==> src/inc/lct_regs.svh <==
// Register offsets, field positions and timing counts for the link cycle timer control
// Operation
// Reserved bits 31-23, 19-11 and 8-0 of link control read as zero.
// Source flag set: external rollover input events roll the cycle timer over.
// Source flag clear: roll over after 3072 ticks of 24.576 MHz, 125 us.
// Generator flag plus root: emit cycle start packet at every rollover.
// Generator flag clear: received cycle start packets resynchronise the timer.
// Overlong cycle event rising clears the generator flag in hardware.
// Setting the generator flag is ignored while overlong event stays set.
// Counting flag set: offset advances each 24.576 MHz period and rolls over.
// Counting flag clear: offset holds without counting.
// PHY packet flag plus enabled request context: deliver PHY packets there.
// PHY packet flag has no influence on identity packet acceptance.
// Identity packet flag alone decides acceptance of self-ID packets.
// Software loads a valid identity buffer pointer before setting that flag.
// Ones written to set alias set, to clear alias clear; reads return flags.
`ifndef LCT_REGS_SVH
`define LCT_REGS_SVH

`define LCT_ADDR_W 8
`define LCT_SET_OFFSET 8'hE0
`define LCT_CLR_OFFSET 8'hE4

`define LCT_BIT_SOURCE 22
`define LCT_BIT_GENERATOR 21
`define LCT_BIT_COUNTING 20
`define LCT_BIT_PHY_RX 10
`define LCT_BIT_IDENT_RX 9
`define LCT_FLAG_MASK 32'h0070_0600
`define LCT_RESET_VALUE 32'h0000_0000

`define LCT_REF_CLK_KHZ 100000
`define LCT_TICK_KHZ 24576
`define LCT_CYCLE_US 125
`define LCT_TICKS_PER_CYCLE (`LCT_TICK_KHZ * `LCT_CYCLE_US / 1000)
`define LCT_OFFSET_W 12
`define LCT_COUNT_W 13
`define LCT_ACC_W 17

`endif

==> src/inc/lct_pkg.sv <==
// Types shared by the link cycle timer control block
package lct_pkg;
   typedef logic [11:0] lct_offset_t;
   typedef logic [12:0] lct_count_t;
   typedef logic [31:0] lct_word_t;
endpackage

==> src/hdl/lct_link_control.sv <==
// Link control flags, cycle timer and packet acceptance gating
`include "lct_regs.svh"
module lct_link_control
   import lct_pkg::*;
(
   input wire logic ref_clk,
   input wire logic rst,
   input wire logic [`LCT_ADDR_W-1:0] reg_addr,
   input wire logic reg_wr_en,
   input wire logic [31:0] reg_wr_data,
   input wire logic reg_rd_en,
   output logic [31:0] reg_rd_data,
   input wire logic external_rollover_input,
   input wire logic phy_is_root,
   input wire logic overlong_cycle_event,
   input wire logic rx_cycle_start_valid,
   input wire logic [`LCT_OFFSET_W-1:0] rx_cycle_start_offset,
   input wire logic [`LCT_COUNT_W-1:0] rx_cycle_start_count,
   input wire logic rx_phy_packet_valid,
   input wire logic ar_request_context_enabled,
   input wire logic rx_identity_packet_valid,
   output logic cycle_start_emit,
   output logic phy_packet_deliver,
   output logic identity_packet_accept,
   output logic [`LCT_OFFSET_W-1:0] cycle_timer_offset,
   output logic [`LCT_COUNT_W-1:0] cycle_timer_count
);

   // Overview of the block
   // Five control flags live here, each one bit wide
   // Rollover source: internal tick count or the external pin
   // Cycle start generator: emits a start pulse at each rollover while the PHY reports root
   // Offset counting: gates offset steps and rollovers; resync loads still pass
   // PHY packet receive: opens the gate to the request context
   // Identity packet receive: opens the gate for self-ID traffic
   //
   // Register access
   // Two aliases share one flag image
   // A write to the set alias ORs ones into the flags
   // A write to the clear alias removes the flags given as ones
   // Zeros in either write leave the flags untouched
   // Reads from either alias return the same image
   // Reads elsewhere return zero so stale data never leaks
   // Read data is registered and stands until the next read
   //
   // Timer
   // The tick comes from a fractional accumulator on the 100 MHz clock
   // Ticks are therefore jittery by one clock but exact on average
   // One cycle of 3072 ticks is exactly 12500 reference clocks
   // Internal mode wraps the offset at the last tick of the cycle
   // External mode waits for a pin edge and saturates meanwhile
   // Saturation avoids a false short cycle if the pin stalls
   // The count field advances once per rollover and wraps freely
   //
   // Resync
   // A received cycle start overwrites offset and count directly
   // Only honoured while this node is not generating starts
   // It wins over a same-cycle local step, the sender is authoritative
   //
   // Overlong cycle event
   // Its rising edge drops the generator flag by hardware
   // While the event level stays high, setting that flag is refused
   // The edge is taken on the raw level, the input is on this clock
   //
   // Limitations
   // No interrupt is raised here; the event register lives elsewhere
   // The buffer pointer check for identity packets is software's job
   // All outputs are registered, so each answer trails by one clock

   localparam logic [`LCT_ACC_W-1:0] TICK_STEP = (`LCT_ACC_W)'(`LCT_TICK_KHZ);
   localparam logic [`LCT_ACC_W-1:0] TICK_MOD = (`LCT_ACC_W)'(`LCT_REF_CLK_KHZ);
   localparam lct_offset_t LAST_OFFSET = 12'(`LCT_TICKS_PER_CYCLE - 1);
   localparam lct_offset_t MAX_OFFSET = 12'hFFF;

   logic rollover_source_select_ff, nxt_rollover_source_select;
   logic cycle_start_generator_enable_ff, nxt_cycle_start_generator_enable;
   logic offset_counting_enable_ff, nxt_offset_counting_enable;
   logic phy_packet_receive_enable_ff, nxt_phy_packet_receive_enable;
   logic identity_packet_receive_enable_ff, nxt_identity_packet_receive_enable;
   logic overlong_prev_ff;
   logic [2:0] ext_sync_ff;
   logic ext_level_ff, nxt_ext_level;
   logic [`LCT_ACC_W-1:0] tick_acc_ff, nxt_tick_acc;
   lct_offset_t offset_ff, nxt_offset;
   lct_count_t count_ff, nxt_count;
   logic emit_ff, nxt_emit;
   logic phy_deliver_ff, nxt_phy_deliver;
   logic ident_accept_ff, nxt_ident_accept;
   lct_word_t rd_data_ff, nxt_rd_data;
   lct_word_t flags_word;
   logic set_wr, clr_wr, tick, ext_event, overlong_rise, rollover;

   // Flag image; every bit outside the five flags reads zero
   always_comb
   begin
      flags_word = `LCT_RESET_VALUE;
      flags_word[`LCT_BIT_SOURCE] = rollover_source_select_ff;
      flags_word[`LCT_BIT_GENERATOR] = cycle_start_generator_enable_ff;
      flags_word[`LCT_BIT_COUNTING] = offset_counting_enable_ff;
      flags_word[`LCT_BIT_PHY_RX] = phy_packet_receive_enable_ff;
      flags_word[`LCT_BIT_IDENT_RX] = identity_packet_receive_enable_ff;
   end

   assign set_wr = reg_wr_en && (reg_addr == `LCT_SET_OFFSET);
   assign clr_wr = reg_wr_en && (reg_addr == `LCT_CLR_OFFSET);
   assign overlong_rise = overlong_cycle_event && !overlong_prev_ff;

   // Set and clear aliases; zeros written leave flags alone
   always_comb
   begin
      nxt_rollover_source_select = rollover_source_select_ff;
      nxt_offset_counting_enable = offset_counting_enable_ff;
      nxt_phy_packet_receive_enable = phy_packet_receive_enable_ff;
      nxt_identity_packet_receive_enable = identity_packet_receive_enable_ff;
      nxt_cycle_start_generator_enable = cycle_start_generator_enable_ff;
      if (set_wr)
      begin
         nxt_rollover_source_select |= reg_wr_data[`LCT_BIT_SOURCE];
         nxt_offset_counting_enable |= reg_wr_data[`LCT_BIT_COUNTING];
         nxt_phy_packet_receive_enable |= reg_wr_data[`LCT_BIT_PHY_RX];
         nxt_identity_packet_receive_enable |= reg_wr_data[`LCT_BIT_IDENT_RX];
         // Set refused while the overlong event is still pending
         if (!overlong_cycle_event)
         begin
            nxt_cycle_start_generator_enable |= reg_wr_data[`LCT_BIT_GENERATOR];
         end
      end
      if (clr_wr)
      begin
         nxt_rollover_source_select &= ~reg_wr_data[`LCT_BIT_SOURCE];
         nxt_offset_counting_enable &= ~reg_wr_data[`LCT_BIT_COUNTING];
         nxt_phy_packet_receive_enable &= ~reg_wr_data[`LCT_BIT_PHY_RX];
         nxt_identity_packet_receive_enable &= ~reg_wr_data[`LCT_BIT_IDENT_RX];
         nxt_cycle_start_generator_enable &= ~reg_wr_data[`LCT_BIT_GENERATOR];
      end
      // Hardware clear on the overlong event edge
      if (overlong_rise)
      begin
         nxt_cycle_start_generator_enable = 1'b0;
      end
   end

   // Registered read; unmapped addresses return zero
   always_comb
   begin
      nxt_rd_data = rd_data_ff;
      if (reg_rd_en)
      begin
         if (reg_addr == `LCT_SET_OFFSET || reg_addr == `LCT_CLR_OFFSET)
         begin
            nxt_rd_data = flags_word;
         end
         else
         begin
            nxt_rd_data = `LCT_RESET_VALUE;
         end
      end
   end

   // Fractional accumulator makes 24.576 MHz ticks from the 100 MHz clock
   // Adds the tick rate each clock and subtracts the clock rate on wrap
   // Avoids a second clock domain at the cost of one clock of jitter
   // Ticks never fall on two neighbouring clocks at this ratio
   always_comb
   begin
      tick = (tick_acc_ff + TICK_STEP) >= TICK_MOD;
      if (tick)
      begin
         nxt_tick_acc = tick_acc_ff + TICK_STEP - TICK_MOD;
      end
      else
      begin
         nxt_tick_acc = tick_acc_ff + TICK_STEP;
      end
   end

   // Pin event counts once the second and third stages agree
   // A glitch shorter than two clocks never reaches the timer
   // The event is the rising edge of the filtered level only
   always_comb
   begin
      nxt_ext_level = ext_level_ff;
      if (ext_sync_ff[1] == ext_sync_ff[2])
      begin
         nxt_ext_level = ext_sync_ff[2];
      end
      ext_event = nxt_ext_level && !ext_level_ff;
   end

   // Cycle timer: counting gate, rollover source, resync from received starts
   // Rollover is evaluated only while counting is enabled
   // The emit pulse follows the rollover by one clock
   // Root status is sampled at the rollover clock itself
   always_comb
   begin
      nxt_offset = offset_ff;
      nxt_count = count_ff;
      rollover = 1'b0;
      if (offset_counting_enable_ff)
      begin
         if (rollover_source_select_ff)
         begin
            rollover = ext_event;
         end
         else
         begin
            rollover = tick && (offset_ff == LAST_OFFSET);
         end
         if (rollover)
         begin
            nxt_offset = '0;
            nxt_count = count_ff + 13'h0001;
         end
         // External mode saturates rather than wrapping between strobes
         else if (tick && offset_ff != MAX_OFFSET)
         begin
            nxt_offset = offset_ff + 12'h001;
         end
      end
      if (!cycle_start_generator_enable_ff && rx_cycle_start_valid)
      begin
         nxt_offset = rx_cycle_start_offset;
         nxt_count = rx_cycle_start_count;
      end
      nxt_emit = rollover && cycle_start_generator_enable_ff && phy_is_root;
   end

   // Packet gating; the two receive flags are independent
   // PHY packets also need the request context to be running
   // Identity packets ignore the PHY flag entirely
   always_comb
   begin
      nxt_phy_deliver = rx_phy_packet_valid && phy_packet_receive_enable_ff
         && ar_request_context_enabled;
      nxt_ident_accept = rx_identity_packet_valid
         && identity_packet_receive_enable_ff;
   end

   // State registers
   // Reset is synchronous; every register starts from zero
   // The flags have no defined power-up value, zero is the safe choice
   // Zero flags mean no counting, no emission and no packet delivery
   // The synchroniser is flushed too, so no false pin edge follows reset
   // One reset clock clears all three synchroniser stages
   // The accumulator restarts at zero, so the first tick phase is fixed
   // Read data also clears, a read before any write returns zero
   always_ff @(posedge ref_clk)
   begin
      if (rst)
      begin
         rollover_source_select_ff <= 1'b0;
         cycle_start_generator_enable_ff <= 1'b0;
         offset_counting_enable_ff <= 1'b0;
         phy_packet_receive_enable_ff <= 1'b0;
         identity_packet_receive_enable_ff <= 1'b0;
         overlong_prev_ff <= 1'b0;
         ext_sync_ff <= 3'h0;
         ext_level_ff <= 1'b0;
         tick_acc_ff <= '0;
         offset_ff <= '0;
         count_ff <= '0;
         emit_ff <= 1'b0;
         phy_deliver_ff <= 1'b0;
         ident_accept_ff <= 1'b0;
         rd_data_ff <= '0;
      end
      else
      begin
         rollover_source_select_ff <= nxt_rollover_source_select;
         cycle_start_generator_enable_ff <= nxt_cycle_start_generator_enable;
         offset_counting_enable_ff <= nxt_offset_counting_enable;
         phy_packet_receive_enable_ff <= nxt_phy_packet_receive_enable;
         identity_packet_receive_enable_ff <= nxt_identity_packet_receive_enable;
         overlong_prev_ff <= overlong_cycle_event;
         ext_sync_ff <= {ext_sync_ff[1:0], external_rollover_input};
         ext_level_ff <= nxt_ext_level;
         tick_acc_ff <= nxt_tick_acc;
         offset_ff <= nxt_offset;
         count_ff <= nxt_count;
         emit_ff <= nxt_emit;
         phy_deliver_ff <= nxt_phy_deliver;
         ident_accept_ff <= nxt_ident_accept;
         rd_data_ff <= nxt_rd_data;
      end
   end

   // Output drive
   // Every output comes straight from a flip-flop
   // Pulses last one clock, timer values stand until they change
   // Downstream logic may sample any of them without extra staging
   assign reg_rd_data = rd_data_ff;
   assign cycle_start_emit = emit_ff;
   assign phy_packet_deliver = phy_deliver_ff;
   assign identity_packet_accept = ident_accept_ff;
   assign cycle_timer_offset = offset_ff;
   assign cycle_timer_count = count_ff;

endmodule

==> config.mk <==
export PLATFORM = sky130hd
export DESIGN_NAME = lct_link_control
export DESIGN_NICKNAME = d
export VERILOG_FILES = /design/src/inc/lct_pkg.sv /design/src/hdl/lct_link_control.sv
export VERILOG_INCLUDE_DIRS = /design/src /design/src/inc
export SDC_FILE = /design/constraint.sdc
export NUM_CORES = 1
export LEC_CHECK = 0
export BUFFER_PORTS_ARGS = -buffer_cell sky130_fd_sc_hd__buf_4
export CORE_AREA = 5 5 108 110
export DETAILED_ROUTE_END_ITERATION = 8
export DIE_AREA = 0 0 113 115
export PLACE_DENSITY = 0.66
export SLEW_MARGIN = 0
export SYNTH_ARGS = -nofsm -noshare
export SYNTH_HDL_FRONTEND = slang
export SYNTH_SLANG_ARGS = --single-unit
==> constraint.sdc <==
create_clock -name ref_clk -period 2.96 [get_ports ref_clk]
set_input_delay 0 -clock ref_clk [delete_from_list [all_inputs] [get_ports ref_clk]]
set_output_delay 0 -clock ref_clk [all_outputs]
set_load 0.1 [all_outputs]
==> results.py, run 1 <==
metrics = {
    "layout": {
        "area_delta_synth_final_pct": 30.3,
        "final_nets": 577,
        "ff_latch_area_sq_mm": 0.00111,
        "layout-drive-gt1-share_pct": 24.8,
        "multi_input_area_sq_mm": 0.00186,
        "nFillCells": 1105,
        "diodes": 0,
    },
    "grt": {
        "grt-ovfl-total": 0,
        "gr-usage-all-layers_pct": 13.0,
        "grt_max_degree": 62,
        "grt_pass1_wl_um": 14300,
        "grt_pass1_vias": 3049,
        "antenna_found_initial": 0,
    },
    "logic_synthesis": {
        "synthTopCellsByCount": "dfxtp_1 (55), nor2_1 (47), buf_4 (27), nand2_1 (27), a21oi_1 (22)",
        "yosys.area.top_type": "dfxtp_1",
        "yosys-top-cells-area": "dfxtp_1 (34%), buf_4 (6.3%), nor2_1 (5.5%)",
        "synth_area_per_cell_sq_um": 7.99,
        "ys_ff_latch": 55,
        "seq_area_frac_synth_pct": 34.4,
        "yosys_warnings": 0,
        "ys_types": 55,
        "yosysTopAreaCellShare_pct": 34.4,
        "synth.most_common_cell": "dfxtp_1",
        "synth-edff-count": 0,
        "synth-async-reset-ratio_pct": 0,
        "syn_inst": 401,
        "synth-main-ff-cell": "dfxtp_1",
        "netlist_area_sq_mm": 0.00320,
    },
    "clock_network": {
        "cts_buffers": 5,
        "cts_max_path_buffers": 2,
        "cts_tree": "done",
        "clkTransAtPathRegs_ns": 0.10,
        "clock-sinks": 55,
        "cts_root_buffer": "clkbuf_8",
        "cts_setup_buffers": 0,
        "insertion_delay_ns": 0.31,
        "cts_htree_levels": 2,
    },
    "min_path": {
        "hold_start": "rx_cycle_start_count[0]",
        "min_path_cells": 3,
        "hp-class": "in -> reg",
    },
    "critical_path": {
        "startpoint": "tick_acc_ff[13]",
        "critPathKind": "reg -> reg",
        "endpoint_kind": "register",
        "arrival_ns": 2.90,
        "start_kind": "register",
        "cp_max_fo": 10,
        "critPathRequiredTime_ns": 3.16,
        "r2r_cells": 7,
        "reg2reg_from": "tick_acc_ff[13]",
    },
    "sta": {
        "fin_crit_sh_pct": 91.3,
        "finalSetupViolations": 0,
        "fmax_mhz": 370,
        "relSlewSlack_pct": 42.0,
        "hold_ws_ns": 0.00847,
        "setup_tns_ns": 0,
        "layout_setup_ws_ns": 0.257,
        "drv_slew": 0,
        "worst_slew_pin_slew_ns": 0.870,
        "rsz0062_at_grt": "false",
        "final.setup_skew_ns": 0.0135,
        "hold_viol_final": 0,
        "min_period_ns": 2.70,
    },
    "floorplan": {
        "num_rows": 38,
        "num_io_pins": 136,
        "dieWidth_um": 113,
        "die_y_um": 115,
        "initial_utilization_pct": 30.2,
        "design.die.area_sq_mm": 0.0130,
        "core_region_area_sq_mm": 0.0106,
    },
    "run_status": {
        "status": "finished clean",
    },
    "placement": {
        "dp_slack_ns": 0.206,
        "place_congestion": 0.815,
        "dp_hpwl_um": 6340,
        "io_buffers": 81,
    },
    "power": {
        "ir_drop_mv": 0.242,
        "power.leakage_nw": 1.72,
        "power.density_mw_per_mm2": 571,
        "p_total_mw": 2.39,
    },
    "drt": {
        "drt_pass1_iterations": 4,
        "wl_um": 8650,
        "wl_per_cell_um": 13.6,
        "viasPerCell": 4.95,
        "drt_iter0_drc": 146,
        "ant_nets": 0,
        "via_count": 3141,
        "route.detailed.drc": 0,
    },
    "flow_run": {
        "cap_viol_max_count": 0,
    },
}
## worst paths after layout
kind,endpoint,slack [ns]
max,cycle_timer_count[8],0.26
min,cycle_timer_count[0],0.008
max reg2reg,cycle_timer_count[8],0.26
min reg2reg,ext_sync_ff[1],0.45
## what timing repair did
| item | CTS | global route |
|---|---|---|
| endpoints found under the setup margin | 0 | 1 |
| resized for setup | 0 | 1 |
| hold endpoints to repair | 19 | 0 |
| hold buffers | 18 | 0 |
## routing by layer
layer	global-route usage [%]	routed length [um]	vias up
li1	-	-	1574
met1	16.1	3650	1474
met2	22.7	4320	83
met3	2.89	513	10
met4	3.93	164	0
met5	0	0	-
## layout by cell type, fill, tap and decap left out, types with 7 or more instances in the layout
master and count:
dlygate4sd3_1 18, and3_1 7, buf_4 89, conb_1 27
and2_1 8, or2_2 7, nand3_1 13, o21ai_0 11
or3_1 7, dfxtp_1 47, nor2_1 47, inv_1 16
nor3_1 14, nand2b_1 7, dfxtp_2 8, xor2_1 7
nand2_1 27, a21oi_1 22, ha_1 7, nor2b_1 12
## logic make-up (layout without fill, tap and decap cells)
kind of cell    Yosys count  after routing  synth area share (%)
simple gates            172            172                  28.1
compound gates           91             91                  20.7
buf+inv                  63            131                  10.6
flops                    55             55                  34.4
xor+xnor                  9              9                  2.46
fa+ha+maj                 7              7                  2.73
mux                       3              3                 0.937
other cells               1             27                 0.117
## power breakdown
group | internal [mW] | leakage, nW | switching [mW] | total [mW]
clock | 0.279 | 0.0618 | 0.250 | 0.528
combinational | 0.293 | 1.20 | 0.641 | 0.934
sequential | 0.825 | 0.453 | 0.0986 | 0.923
## final cells by class
| class | count | share of cell area [%] |
|---|---|---|
| well taps | 140 | 4.19 |
| flip-flops and latches | 55 | 26.6 |
| inverters | 16 | 1.44 |
| clock buffers | 6 | 1.98 |
| multi-input cells | 309 | 44.5 |
| clock inverters | 2 | 0.929 |
| repair buffers | 107 | 20.3 |
## per-stage QoR
| stage | util (%) | instance area, sq um | cells |
|---|---|---|---|
| floorplan | - | 3310 | 427 |
| global placement | 36.5 | 3870 | 609 |
| detailed placement | 36.5 | 3870 | 609 |
| CTS | 39.4 | 4180 | 635 |
| global route | 39.4 | 4180 | 635 |
| finish | 39.4 | 4180 | 635 |
## critical path, cell delays in order (launching register included)
cell and delay, ns:
dfxtp_1 0.46, inv_1 0.12, ha_1 0.24, or3b_2 0.44, o31ai_1 0.16, nand2_1 0.37
o311a_2 0.48, a2111oi_0 0.33
## sequential cells by signal, indices dropped and copies added (netlist names), named ones only
signal and flops:
cycle_start_emit 1, cycle_timer_count 13, cycle_timer_offset 12, ext_level_ff 1, ext_sync_ff 3, identity_packet_accept 1
overlong_prev_ff 1, phy_packet_deliver 1, reg_rd_data 5, tick_acc_ff 12
No activity file was read; power rests on OpenSTA's default activity.
==> run 2, diff against run 1 <==
Settings changed: BUFFER_PORTS_ARGS -buffer_cell sky130_fd_sc_hd__buf_4 to -buffer_cell sky130_fd_sc_hd__buf_2, SETUP_SLACK_MARGIN from default to 0.3.
==> run 2 against run 1 <==
Effect of this change:
- sequential power up 0.7%
- sequential share of layout area up 1.4 points
- clock-buffer cell count fell by 1
- critical path depth down 1
- largest power group unchanged
- die area did not move
- non-clock buffer count is 5 higher
- wire length decreased by 4.2%
- highest routed layer unchanged
- clock skew is 0.0077 ns lower
- via count grew 0.19%
- register-to-register slack gained 0.15 ns
- critical path type unchanged
==> results.py, run 2 (synthesized netlist as in run 1, its figures left out) <==
metrics = {
    "clock_network": {
        "cts_root_buffer": "clkbuf_8",
        "cts_max_path_buffers": 2,
        "cts_htree_levels": 2,
        "clkTransAtPathRegs_ns": 0.10,
        "cts_tree": "done",
        "insertion_delay_ns": 0.31,
        "cts_buffers": 5,
        "clock-sinks": 55,
    },
    "layout": {
        "layout-drive-gt1-share_pct": 27.0,
        "largest_reg_flops": 13,
        "nFillCells": 1086,
        "fin_util_pct": 38.0,
        "area_delta_synth_final_pct": 25.6,
        "stdcell_area_sq_mm": 0.00402,
        "final_common_cell": "buf_2",
        "diodes": 0,
        "multi_input_area_sq_mm": 0.00189,
        "final_nets": 582,
        "mostFrequentLayoutCells": "buf_2 (81), nor2_1 (47), dfxtp_1 (40)",
        "ff_latch_area_sq_mm": 0.00113,
        "instances_no_fill": 640,
    },
    "critical_path": {
        "r2r_cells": 6,
        "cp_max_fo": 5,
        "endpoint_kind": "register",
        "r2r_end": "cycle_timer_count[10]",
        "critPathSlowestCell": "or4_4",
        "cpPeakStageDelay_ns": 0.63,
        "crit_chain": "ha_4, nand4_1, or4_4, or4_4, o221a_2, a2111oi_2",
        "critical_path.most_common_cell": "or4_4",
        "start_kind": "register",
        "arrival_ns": 2.76,
        "critPathKind": "reg -> reg",
        "reg2reg_from": "cycle_timer_offset[0]",
        "r2r_slack_ns": 0.41,
        "critPathRequiredTime_ns": 3.17,
    },
    "placement": {
        "io_buffers": 81,
        "dp.cells": 608,
        "place_congestion": 0.857,
        "dp_slack_ns": 0.233,
        "dp_hpwl_um": 6080,
        "place_area_sq_mm": 0.00369,
    },
    "power": {
        "p_total_mw": 2.27,
        "power.leakage_nw": 1.67,
        "ir_drop_mv": 0.211,
        "power.density_mw_per_mm2": 565,
    },
    "grt": {
        "grt_pass1_wl_um": 13700,
        "antenna_found_initial": 0,
        "grt-ovfl-total": 0,
        "grt_max_degree": 39,
        "gr-usage-all-layers_pct": 12.5,
        "grt_pass1_vias": 2949,
    },
    "drt": {
        "wl_um": 8290,
        "ant_nets": 0,
        "wl_per_cell_um": 12.9,
        "drt_pass1_iterations": 4,
        "viasPerCell": 4.92,
        "route.detailed.drc": 0,
        "drt_iter0_drc": 162,
        "via_count": 3147,
    },
    "floorplan": {
        "num_io_pins": 136,
        "die_y_um": 115,
        "initial_utilization_pct": 30.2,
        "num_rows": 38,
        "core_region_area_sq_mm": 0.0106,
        "dieWidth_um": 113,
        "design.die.area_sq_mm": 0.0130,
    },
    "sta": {
        "drv_slew": 0,
        "hold_viol_final": 0,
        "hold_ws_ns": 0.0123,
        "final.setup_skew_ns": 0.00576,
        "worst_slew_pin_slew_ns": 0.844,
        "fin_crit_sh_pct": 86.1,
        "finalSetupViolations": 0,
        "fmax_mhz": 392,
        "setup_tns_ns": 0,
        "rsz0062_at_grt": "false",
        "min_period_ns": 2.55,
        "layout_setup_ws_ns": 0.411,
        "relSlewSlack_pct": 43.8,
    },
    "min_path": {
        "hp-class": "in -> reg",
        "hold_end": "cycle_timer_count[12]",
        "hold_start": "rx_cycle_start_count[12]",
        "min_path_cells": 3,
    },
    "run_status": {
        "status": "finished clean",
    },
    "flow_run": {
        "cap_viol_max_count": 0,
    },
}
## run 2: changes by cell type in the layout (fill, tap and decap cells not counted), sizes merged
cell	change
clkinv	+2
bufinv	-1
clkinvlp	+1
clkbuf	-1
inv	-1
dlygate4sd3	+3
buf	+2
## run 2: routing by layer
metal  wire length, um  track usage, %  vias up
met5                 0               0        -
met4                39            2.80        0
met3               660            3.00        5
met2              3880            21.5      123
met1              3710            15.9     1432
li1                  -               -     1587
## run 2: critical path, delay by kind of cell (launching register included)
kind,cells,cell delay (ns)
AO/OA/AOI/OAI,2,0.53
flip-flops,1,0.38
adder cells (fa/ha/maj),1,0.14
AND/OR/NAND/NOR,3,1.42
## run 2: layout make-up
class | count | share of cell area, %
multi-input cells | 309 | 46.9
flip-flops and latches | 55 | 28.0
repair buffers | 112 | 17.2
well taps | 140 | 4.35
clock buffers | 5 | 1.71
inverters | 16 | 1.49
clock inverters | 3 | 0.373
## run 2: worst max-delay path by stage
stage,start,slack (ns),endpoint,cells after the start
3_3_place_gp,tick_acc_ff[6],0.33,cycle_timer_offset[0],9
6_report,cycle_timer_offset[0],0.41,cycle_timer_count[10],6
2_1_floorplan,cycle_timer_offset[11],0.30,cycle_timer_count[10],5
5_1_grt,cycle_timer_offset[0],0.30,cycle_timer_count[12],6
4_1_cts,tick_acc_ff[13],0.33,cycle_timer_count[8],7
3_5_place_dp,tick_acc_ff[6],0.23,cycle_timer_offset[0],9
## run 2: timing repair
item / 4_1_cts / 5_1_grt
setup buffers: 0 / 3
endpoints found under the setup margin: 6 / 9
pin swaps: 0 / 1
hold buffers: 20 / 1
endpoints found under the hold margin: 21 / 1
resized for setup: 2 / 2
## run 2: power breakdown
group / internal (mW) / total (mW) / switching (mW)
clock: 0.162 / 0.407 / 0.246
combinational: 0.293 / 0.937 / 0.644
sequential: 0.827 / 0.929 / 0.102
